===== config.mk =====
export PLATFORM = sky130hd
export DESIGN_NAME = audio_path_config_regs
export DESIGN_NICKNAME = d
export VERILOG_FILES = /design/src/cfg_byte_assembler.v /design/src/audio_path_config_regs.v
export VERILOG_INCLUDE_DIRS = /design/src
export SDC_FILE = /design/constraint.sdc
export NUM_CORES = 1
export LEC_CHECK = 0
export BUFFER_PORTS_ARGS = -buffer_cell sky130_fd_sc_hd__buf_4
export CAP_MARGIN = 5
export CORE_ASPECT_RATIO = 1.2
export CORE_MARGIN = 5
export CORE_UTILIZATION = 30
export CTS_CLUSTER_SIZE = 25
export DETAILED_ROUTE_END_ITERATION = 8
export HOLD_SLACK_MARGIN = 0.02
export MAX_ROUTING_LAYER = met4
export PLACE_DENSITY = 0.5
export SYNTH_ARGS = -nofsm -noshare
export SYNTH_HDL_FRONTEND = slang
export SYNTH_SLANG_ARGS = --single-unit

===== constraint.sdc =====
create_clock -name clk -period 1.8 [get_ports clk]
set_input_delay 0.09 -clock clk [delete_from_list [all_inputs] [get_ports clk]]
set_output_delay 0.09 -clock clk [all_outputs]
set_load 0.01 [all_outputs]

===== src/audio_path_map.vh =====
// Field positions, reset values and load constants for the audio path configuration registers
// Function
// (RULE_01) Mixer A select bits 10:9; 00 line input
// (RULE_02) Mixer A control bits 8:7, selects passed inputs
// (RULE_03) Secondary bit 4 picks filter source
// (RULE_04) Secondary bit 1 zero powers filter up
// (RULE_05) Bits 3:2 select 6.4/5.3/8.0 kHz rate
// (RULE_06) Mixer B control bits 6:5; 10 filter only
// (RULE_07) Secondary bit 0 zero powers mic preamp
// (RULE_08) Primary bit 9 zero selects mic preamp
// (RULE_09) Bits 15:14 select attenuator source, 01 mixer B
// (RULE_10) Primary bit 0 zero powers attenuator up
// (RULE_11) Bits 13:11 give attenuation level 0..7
// (RULE_12) Primary bits 4:3; 00 routes attenuator out
// (RULE_13) Primary bits 2:1 set output amplifier mode
// (RULE_14) Host reloads both when primary changes
// (RULE_15) Array record input always from mixer B
// (RULE_16) Primary before secondary; both apply together
// (RULE_17) Each register loads as two bytes
// (RULE_18) Whole register replaced; outputs never partial
`ifndef AUDIO_PATH_MAP_VH
`define AUDIO_PATH_MAP_VH

`define REG_WIDTH          16
`define BYTE_WIDTH         8
`define PRIMARY_RESET      16'h0001
`define SECONDARY_RESET    16'h0003

// Secondary register fields
`define SEC_PREAMP_PD      0
`define SEC_FILTER_PD      1
`define SEC_RATE_LO        2
`define SEC_RATE_HI        3
`define SEC_FILTER_SRC     4
`define SEC_MIXB_LO        5
`define SEC_MIXB_HI        6
`define SEC_MIXA_CTRL_LO   7
`define SEC_MIXA_CTRL_HI   8
`define SEC_MIXA_SEL_LO    9
`define SEC_MIXA_SEL_HI    10
`define SEC_LEVEL_LO       11
`define SEC_LEVEL_HI       13
`define SEC_ATTN_SRC_LO    14
`define SEC_ATTN_SRC_HI    15

// Primary register fields
`define PRI_ATTN_PD        0
`define PRI_AMP_LO         1
`define PRI_AMP_HI         2
`define PRI_OUTMUX_LO      3
`define PRI_OUTMUX_HI      4
`define PRI_INPUT_SRC      9

// Encodings
`define RATE_8K0           2'h0
`define RATE_6K4           2'h1
`define RATE_5K3           2'h2
`define MIXA_SEL_LINE      2'h0
`define MIXB_FILTER_ONLY   2'h2
`define ATTN_SRC_MIXB      2'h1
`define OUTMUX_ATTN        2'h0
`define AMP_SPK_HIGH       2'h1

`endif


===== src/cfg_byte_assembler.v =====
// Assembles two host bytes into one 16-bit configuration word
`timescale 1ns/10ps
`include "audio_path_map.vh"
module cfg_byte_assembler #(
  parameter WORD_WIDTH = 16
) (
  input  wire                  clk,        // System clock
  input  wire                  rst_b,      // Async reset, active low
  input  wire                  clkEn,      // Clock enable
  input  wire                  byteValid,  // Byte strobe
  input  wire [7:0]            byteData,   // Byte, high byte first
  input  wire                  frameStart, // Restart pairing
  output reg                   wordValid,  // One-cycle word done
  output reg  [WORD_WIDTH-1:0] wordData    // Assembled word
);

  reg       haveHigh_q;
  reg [7:0] highByte_q;

  // High byte held until its partner arrives; a lone byte never leaks out
  always @(posedge clk or negedge rst_b) begin
    if (!rst_b) begin
      haveHigh_q <= 1'b0;
      highByte_q <= 8'h00;
      wordValid  <= 1'b0;
      wordData   <= {WORD_WIDTH{1'b0}};
    end else if (clkEn) begin
      wordValid <= 1'b0;
      if (frameStart) begin
        haveHigh_q <= 1'b0;
      end else if (byteValid) begin
        if (!haveHigh_q) begin
          highByte_q <= byteData;
          haveHigh_q <= 1'b1;
        end else begin
          wordData   <= {highByte_q, byteData}; // RULE_17
          wordValid  <= 1'b1;
          haveHigh_q <= 1'b0;
        end
      end
    end
  end

endmodule


===== src/audio_path_config_regs.v =====
// Audio path configuration registers with shadow load and field decode
`timescale 1ns/10ps
`include "audio_path_map.vh"
module audio_path_config_regs (
  input  wire        clk,             // System clock, 100 MHz
  input  wire        rst_b,           // Async reset, active low
  input  wire        clkEn,           // Freezes all state when low
  input  wire        frameStart,      // Start of a register load
  input  wire        byteValid,       // Host byte strobe
  input  wire [7:0]  byteData,        // Host byte, high byte first
  input  wire        loadBoth,        // Frame loads primary then secondary
  input  wire        serialClkRise,   // Rising serial clock edge, apply point
  output reg  [15:0] primaryRead,     // Active primary register
  output reg  [15:0] secondaryRead,   // Active secondary register
  output reg  [1:0]  mixerASel,       // Mixer A input mux
  output reg         mixerALineSel,   // Line input routed to mixer A
  output reg         mixerAPassMux,   // Mixer A passes its mux input
  output reg         mixerAPassSrc,   // Mixer A passes input source
  output reg         filterFromArray, // Filter mux picks array output
  output reg         filterPowerUp,   // Low-pass filter powered
  output reg  [1:0]  rateSel,         // Raw sample rate code
  output reg         rate8k0,         // 8.0 kHz selected
  output reg         rate6k4,         // 6.4 kHz selected
  output reg         rate5k3,         // 5.3 kHz selected
  output reg         mixerBFilterOnly,// Mixer B passes filter only
  output reg  [1:0]  mixerBCtrl,      // Mixer B control field
  output reg         preampPowerUp,   // Mic preamp powered
  output reg         inputFromPreamp, // Input source is mic preamp
  output reg         attnFromMixerB,  // Attenuator fed by mixer B
  output reg  [1:0]  attnSrcSel,      // Attenuator source field
  output reg         attnPowerUp,     // Attenuator powered
  output reg  [2:0]  attnLevel,       // Attenuation step 0..7
  output reg         outFromAttn,     // Output stage fed by attenuator
  output reg  [1:0]  outMuxSel,       // Output mux field
  output reg         speakerHighGain, // Speaker on, high gain
  output reg         auxOutPowerUp,   // Aux output powered
  output reg         recordFromMixerB // Array record input source
);

  wire        wordValid;
  wire [15:0] wordData;
  reg  [15:0] priShadow_q;
  reg  [15:0] secShadow_q;
  reg  [15:0] primary_q;
  reg  [15:0] secondary_q;
  reg         expectPri_q;
  reg         pending_q;
  reg         inFrame_q;
  wire        secDone;
  wire        applyNow;
  reg  [15:0] priNext;
  reg  [15:0] secNext;

  // Byte pairing into whole words
  cfg_byte_assembler #(
    .WORD_WIDTH (`REG_WIDTH)
  ) uAssembler (
    .clk        (clk),
    .rst_b      (rst_b),
    .clkEn      (clkEn),
    .byteValid  (byteValid),
    .byteData   (byteData),
    .frameStart (frameStart),
    .wordValid  (wordValid),
    .wordData   (wordData)
  );

  // Qualified events; an apply waits while a frame is still being loaded
  assign secDone  = ~frameStart & wordValid & ~expectPri_q;
  assign applyNow = pending_q & serialClkRise & ~inFrame_q; // RULE_18

  // Shadow loading; first word of a two-register frame is the primary
  always @(posedge clk or negedge rst_b) begin
    if (!rst_b) begin
      priShadow_q <= `PRIMARY_RESET;
      secShadow_q <= `SECONDARY_RESET;
      expectPri_q <= 1'b0;
    end else if (clkEn) begin
      if (frameStart) begin
        expectPri_q <= loadBoth; // RULE_16
      end else if (wordValid) begin
        if (expectPri_q) begin
          priShadow_q <= wordData; // RULE_18
          expectPri_q <= 1'b0;
        end else begin
          secShadow_q <= wordData; // RULE_18
        end
      end
    end
  end

  // Frame tracking; a half-loaded pair must never reach the active words
  always @(posedge clk or negedge rst_b) begin
    if (!rst_b) begin
      inFrame_q <= 1'b0;
    end else if (clkEn) begin
      if (frameStart) begin
        inFrame_q <= 1'b1;
      end else if (secDone) begin
        inFrame_q <= 1'b0;
      end
    end
  end

  // Pending apply; a new secondary word wins over an apply in the same cycle
  always @(posedge clk or negedge rst_b) begin
    if (!rst_b) begin
      pending_q <= 1'b0;
    end else if (clkEn) begin
      if (secDone) begin
        pending_q <= 1'b1; // RULE_14
      end else if (applyNow) begin
        pending_q <= 1'b0;
      end
    end
  end

  // Active registers swap together only after the secondary completes
  always @(posedge clk or negedge rst_b) begin
    if (!rst_b) begin
      primary_q   <= `PRIMARY_RESET;
      secondary_q <= `SECONDARY_RESET;
    end else if (clkEn && applyNow) begin
      primary_q   <= priShadow_q; // RULE_16
      secondary_q <= secShadow_q; // RULE_16
    end
  end

  // Next active values so decoded outputs stay flops and stay aligned
  always @* begin
    priNext = primary_q;
    secNext = secondary_q;
    if (applyNow) begin
      priNext = priShadow_q;
      secNext = secShadow_q;
    end
  end

  // Read-back words follow the active words on the same edge
  always @(posedge clk or negedge rst_b) begin
    if (!rst_b) begin
      primaryRead   <= `PRIMARY_RESET;
      secondaryRead <= `SECONDARY_RESET;
    end else if (clkEn) begin
      primaryRead   <= priNext; // RULE_16
      secondaryRead <= secNext; // RULE_16
    end
  end

  // Mixer A input select and pass control
  always @(posedge clk or negedge rst_b) begin
    if (!rst_b) begin
      mixerASel     <= 2'h0;
      mixerALineSel <= 1'b0;
      mixerAPassMux <= 1'b0;
      mixerAPassSrc <= 1'b0;
    end else if (clkEn) begin
      mixerASel     <= secNext[`SEC_MIXA_SEL_HI:`SEC_MIXA_SEL_LO];                    // RULE_01
      mixerALineSel <= (secNext[`SEC_MIXA_SEL_HI:`SEC_MIXA_SEL_LO] == `MIXA_SEL_LINE); // RULE_01
      mixerAPassMux <= secNext[`SEC_MIXA_CTRL_LO] & ~secNext[`SEC_MIXA_CTRL_HI];       // RULE_02
      mixerAPassSrc <= ~secNext[`SEC_MIXA_CTRL_LO] & secNext[`SEC_MIXA_CTRL_HI];       // RULE_02
    end
  end

  // Filter source, filter power and sample rate
  always @(posedge clk or negedge rst_b) begin
    if (!rst_b) begin
      filterFromArray <= 1'b0;
      filterPowerUp   <= 1'b0;
      rateSel         <= 2'h0;
      rate8k0         <= 1'b0;
      rate6k4         <= 1'b0;
      rate5k3         <= 1'b0;
    end else if (clkEn) begin
      filterFromArray <= secNext[`SEC_FILTER_SRC];                          // RULE_03
      filterPowerUp   <= ~secNext[`SEC_FILTER_PD];                          // RULE_04
      rateSel         <= secNext[`SEC_RATE_HI:`SEC_RATE_LO];                // RULE_05
      rate8k0         <= (secNext[`SEC_RATE_HI:`SEC_RATE_LO] == `RATE_8K0); // RULE_05
      rate6k4         <= (secNext[`SEC_RATE_HI:`SEC_RATE_LO] == `RATE_6K4); // RULE_05
      rate5k3         <= (secNext[`SEC_RATE_HI:`SEC_RATE_LO] == `RATE_5K3); // RULE_05
    end
  end

  // Mixer B control and microphone preamp power
  always @(posedge clk or negedge rst_b) begin
    if (!rst_b) begin
      mixerBCtrl       <= 2'h0;
      mixerBFilterOnly <= 1'b0;
      preampPowerUp    <= 1'b0;
    end else if (clkEn) begin
      mixerBCtrl       <= secNext[`SEC_MIXB_HI:`SEC_MIXB_LO];                          // RULE_06
      mixerBFilterOnly <= (secNext[`SEC_MIXB_HI:`SEC_MIXB_LO] == `MIXB_FILTER_ONLY); // RULE_06
      preampPowerUp    <= ~secNext[`SEC_PREAMP_PD];                                    // RULE_07
    end
  end

  // Input source and volume attenuator
  always @(posedge clk or negedge rst_b) begin
    if (!rst_b) begin
      inputFromPreamp <= 1'b0;
      attnSrcSel      <= 2'h0;
      attnFromMixerB  <= 1'b0;
      attnPowerUp     <= 1'b0;
      attnLevel       <= 3'h0;
    end else if (clkEn) begin
      inputFromPreamp <= ~priNext[`PRI_INPUT_SRC];                                       // RULE_08
      attnSrcSel      <= secNext[`SEC_ATTN_SRC_HI:`SEC_ATTN_SRC_LO];                     // RULE_09
      attnFromMixerB  <= (secNext[`SEC_ATTN_SRC_HI:`SEC_ATTN_SRC_LO] == `ATTN_SRC_MIXB); // RULE_09
      attnPowerUp     <= ~priNext[`PRI_ATTN_PD];                                         // RULE_10
      attnLevel       <= secNext[`SEC_LEVEL_HI:`SEC_LEVEL_LO];                           // RULE_11
    end
  end

  // Output mux and amplifiers; aux stays off in speaker high-gain mode
  always @(posedge clk or negedge rst_b) begin
    if (!rst_b) begin
      outMuxSel       <= 2'h0;
      outFromAttn     <= 1'b0;
      speakerHighGain <= 1'b0;
      auxOutPowerUp   <= 1'b0;
    end else if (clkEn) begin
      outMuxSel       <= priNext[`PRI_OUTMUX_HI:`PRI_OUTMUX_LO];                   // RULE_12
      outFromAttn     <= (priNext[`PRI_OUTMUX_HI:`PRI_OUTMUX_LO] == `OUTMUX_ATTN); // RULE_12
      speakerHighGain <= (priNext[`PRI_AMP_HI:`PRI_AMP_LO] == `AMP_SPK_HIGH);      // RULE_13
      auxOutPowerUp   <= priNext[`PRI_AMP_HI];                                     // RULE_13
    end
  end

  // Record input is fixed; kept as a flop so every output is registered
  always @(posedge clk or negedge rst_b) begin
    if (!rst_b) begin
      recordFromMixerB <= 1'b1; // RULE_15
    end else if (clkEn) begin
      recordFromMixerB <= 1'b1; // RULE_15
    end
  end

endmodule


==> Word level (Yosys, flattened, before mapping) <==
Cells that the tools add are included.
{ "totals": {"elab_cells": 86, "output_inout_bits": 62, "reg_bits": 154, "inputBits": 15} }
{ "classes": {"bitwise": 16, "n_reduce_logical": 16, "muxes": 14, "eq_ne": 5} }
{ "op_table": {"columns": ["cell", "count"], "rows": [
  ["2-to-1 mux 16 bit", 2],
  ["AND reduction 4 bit", 4],
  ["2-to-1 mux 1 bit", 12],
  ["NOT 1 bit", 10],
  ["AND reduction 2 bit", 4],
  ["nonzero test 2 bit", 4],
  ["AND 1 bit", 6],
  ["equality test 2 x 1 -> 1 bit, second input constant", 3],
  ["logical NOT 2 bit", 3],
  ["equality test 2 bit, second input constant", 2],
  ["logical AND 1 bit", 1]
]} }

==> Longest topological paths before layout <==
{ "depth": {"word_depth": 5, "mapped_depth": 6, "depth_no_buf": 3} }

==> Modules after synthesis <==
From an unflattened synthesis, not the netlist that was laid out.
{ "unflattened": {"cells_unflattened": 460, "hier_area_um2": 5941.9} }
{ "by_module_without_submodules": {"columns": ["module", "cells_each", "n_inst", "seq_area_each_um2", "area_per_inst_um2"], "rows": [
  ["audio_path_config_regs", 401, 1, 2839.0, 4867.2],
  ["cfg_byte_assembler", 59, 1, 650.6, 1074.8]
]} }

==> Worst setup path after synthesis <==
OpenSTA, ideal clock, no wires.
{ "synth_path": {"kind": "register -> register", "start": "register pending_q", "end": "register primary_q[10]", "n_path_buf": 2, "slack_ns": 0.333, "t_required_ns": 1.675, "stages_incl_launch_ff": 6, "t_arrival_ns": 1.343, "setup_time_ns": 0.125, "period_less_slack_ns": 1.467, "cell_sequence": "dfrtp_1 > buf_2 > and3b_1 > nand2_2 > buf_2 > mux2_2"} }
{ "synth_between": {"elab_chain_cells": 3} }
{ "synth_rtl": {"columns": ["item", "line_no", "rtl"], "rows": [
  ["from (decl)", "audio_path_config_regs.v:47", "reg pending_q;"],
  ["from (signal assigned)", "audio_path_config_regs.v:108", "pending_q <= 1'b0;"],
  ["from (signal assigned)", "audio_path_config_regs.v:111", "pending_q <= 1'b1;"],
  ["from (signal assigned)", "audio_path_config_regs.v:113", "pending_q <= 1'b0;"],
  ["AND 1 bit (2 in a row)", "audio_path_config_regs.v:70", "assign applyNow = pending_q & serialClkRise & ~inFrame_q;"],
  ["logical AND 1 bit", "audio_path_config_regs.v:123", "end else if (clkEn && applyNow) begin"],
  ["to (signal assigned)", "audio_path_config_regs.v:121", "primary_q <= `PRIMARY_RESET;"],
  ["to (signal assigned)", "audio_path_config_regs.v:124", "primary_q <= priShadow_q;"],
  ["to (decl)", "audio_path_config_regs.v:44", "reg [15:0] primary_q;"]
]} }
Every way passes these cells.
A chain may end at the register's enable or synchronous reset.

==> Worst setup path in the final report <==
{ "layout_path": {"start": "input port frameStart", "end": "register secShadow_q[3]"} }
{ "layout_between": {"elab_chain_cells": 2} }
{ "layout_rtl": {"columns": ["item", "line_no", "rtl"], "rows": [
  ["from (decl)", "audio_path_config_regs.v:8", "input wire frameStart,"],
  ["NOT 1 bit (no line)", null, null],
  ["AND reduction 4 bit (no line)", null, null],
  ["to (signal assigned)", "audio_path_config_regs.v:76", "secShadow_q <= `SECONDARY_RESET;"],
  ["to (signal assigned)", "audio_path_config_regs.v:86", "secShadow_q <= wordData;"],
  ["to (decl)", "audio_path_config_regs.v:43", "reg [15:0] secShadow_q;"]
]} }
Every way passes these cells.

==> impl_metrics.ini <==
[synthesis]
avgSynthCellArea_um2 = 12.53
ys_ff_latch = 139
synth_edf_count = 0
synth.cell_area_um2 = 5802
syn-num-nets = 478
synth_cells = 463
async_flop_share = 1.000
yosysSeqAreaShare = 0.6015
ys_warn_count = 0
synth_area_leaders = dfrtp_1 56%, mux2_2 16%, dfstp_2 4.1%
ys.flop_type = dfrtp_1
yosysMostFrequentCell = dfrtp_1
synth_top_area_share = 0.5607
yosysUniqueCellTypes = 37
synthTopCellsByCount = 130 x dfrtp_1, 80 x mux2_2, 54 x nand2_1
synth_top_area_cell = dfrtp_1

[layout]
final_nets = 554
syn2layout_area_growth_pct = 27.41
diodes = 0
layout-drive-gt1-share = 0.4040
fill_cells = 1808

[routing]
drt_iter0_drc = 197
via_per_inst = 4.604
dr_total_vias = 3720
routed_wirelength_um = 12930
drt-pass1-iter-count = 4
wl_per_cell_um = 16.00
drc = 0
drtAntennaViolNets = 0

[cts]
clk_pin_slew_ns = 0.06
clock_path_buffers = 2
cts_htree_levels = 4
clock-root-buffer = clkbuf_16
cts_made_buffers = 17
cts_sinks = 139
cts_tree = done
cts_resized = 0
clkLatencyLatePin_ns = 0.41

[pwr]
cell_internal_pwr_w = 0.006851
switching_share = 0.2360
sequentialPowerShare = 0.453
finalPower_w = 0.008968
p_leak_nw = 3.383
max-vdd-ir-drop_v = 0.0006376
clock_power_share = 0.438
pwr_density_cell_nw_per_um2 = 1213
power_frac_comb = 0.110
net-switching-power_w = 0.002117

[sta]
relSlewSlack = 0.5657
rsz0062_at_grt = no
setup_viol = 0
slew_viol_final = 0
max_slew.worst_pin.slew_ns = 0.6514
hold_viol = 0
period_needed_ns = 1.590
setup_tns_ns = 0
max_freq_mhz = 628.8
fin_crit_sh = 0.8836
fin_skew_ns = 0.008539

[floorplanning]
die_w_um = 137.0
dieArea_um2 = 22230
coreArea_um2 = 18920
die_h_um = 162.3
ios = 77
start_util = 0.3066
num_rows = 55

[global_route]
busiest_layer = met2
overflow = 0
grt_max_degree = 70
grt_pass1_wl_um = 21090
use_met3 = 0.03183
antenna_found_initial = 0
track_usage = 0.1255
gr-usage-met2 = 0.2001
met1_usage = 0.1553
grt_pass1_vias = 3866

[critical_path]
worst-endpoint-arrival_ns = 1.88
crit_fanout = 18
critPathLaunchType = input port
crit_path_end_kind = register
reg2reg_depth = 4
rr_startpoint = pending_q
crit_start = frameStart
crit_type = input port to register
worstPathRequired_ns = 2.09
worst-r2r-setup-slack_ns = 0.25

[outcome]
outcome = complete, no violations

[place]
dpl.hpwl_um = 8927
port_buffers = 75
gp_congestion = 0.7281

[job]
maxCapViolCount = 0

[min_path]
hold_class = input port to register
hp-start = clkEn
worstHoldPathCells = 3
-- state kept, by name, summed over array words and instances, names as in the netlist, 8 cells and up --
register	flops
priShadow_q	16
primaryRead	16
primary_q	16
secShadow_q	16
secondaryRead	16
secondary_q	16
uAssembler.wordData	16
uAssembler.highByte_q	8
-- metrics by stage --
step                        util  std cells  hold slack (ns)  worst slack, ns  cell area, um^2
after floorplan                -        463          -0.2056           0.3328             5802
after global placement    0.3484        764          0.07047           0.2766             6593
after detailed placement  0.3484        764          0.07922           0.2502             6593
after CTS                 0.3906        808          0.03570           0.2257             7392
after global routing      0.3906        808          0.04958           0.1587             7392
final                     0.3906        808          0.04892           0.2096             7392
-- critical path, cell delays in order --
cell and delay [ns]:
dlygate4sd3_1 0.54, buf_4 0.15, and2b_4 0.27, nor3b_2 0.25, buf_12 0.21, mux2_2 0.35
-- final cells by class --
class	instances	area (um^2)	share of cell area
Sequential cell	139	3490	0.4721
Multi-Input combinational cell	269	2011	0.2720
Timing Repair Buffer	100	847.1	0.1146
Clock buffer	22	494.2	0.06686
Tap cell	256	320.3	0.04333
Clock inverter	10	185.2	0.02505
Inverter	12	45.04	0.006093
-- timing repair --
action / 4_1_cts / 5_1_grt
endpoints found under the hold margin: 68 / 0
buffers inserted: 0 / 0
hold buffers: 12 / 0
-- routing by layer --
layer / part of all wire / wire (um)
met5: 0 / 0
met2: 0.52 / 6659
met4: 0.011 / 146
met1: 0.44 / 5680
met3: 0.034 / 441
-- worst paths after layout --
kind,endpoint
max,secShadow_q[3]
min,rate6k4
max reg2reg,primary_q[8]
min reg2reg,primary_q[9]
max in group asynchronous,uAssembler.haveHigh_q
min in group asynchronous,secondaryRead[5]
-- power by group through the flow --
stage               Clock [W]  Combinational [W]  Sequential [W]
global placement            0           0.000945         0.00410
detailed placement          0           0.000977         0.00413
global route          0.00417            0.00109         0.00413
finish                0.00393           0.000982         0.00406
floorplan                   0           0.000633         0.00395
CTS                   0.00401            0.00101         0.00408
-- cells by family after synthesis --
family,synth area share
flip-flops,0.6015
buffers and inverters,0.05197
other,0.0006463
AND/OR/NAND/NOR,0.1022
multiplexers,0.1799
AO/OA/AOI/OAI,0.06384
-- cells in the final DEF (no fill, tap or decap), types with 2 or more instances in the layout --
cell type,count
clkbuf_8,5
nand4b_1,5
dfrtp_1,130
clkinv_4,2
clkbuf_16,17
clkinv_2,2
mux2_1,2
mux2_4,8
bufinv_16,5
o211ai_1,5
o21ai_0,7
nand2_1,54
o21a_1,6
buf_12,5
or3_1,4
inv_1,12
buf_4,82
nor2_1,35
a31oi_1,34
dlygate4sd3_1,12
nand3b_1,12
dfstp_2,9
mux2_2,80
No activity file was read; power rests on OpenSTA's default activity.
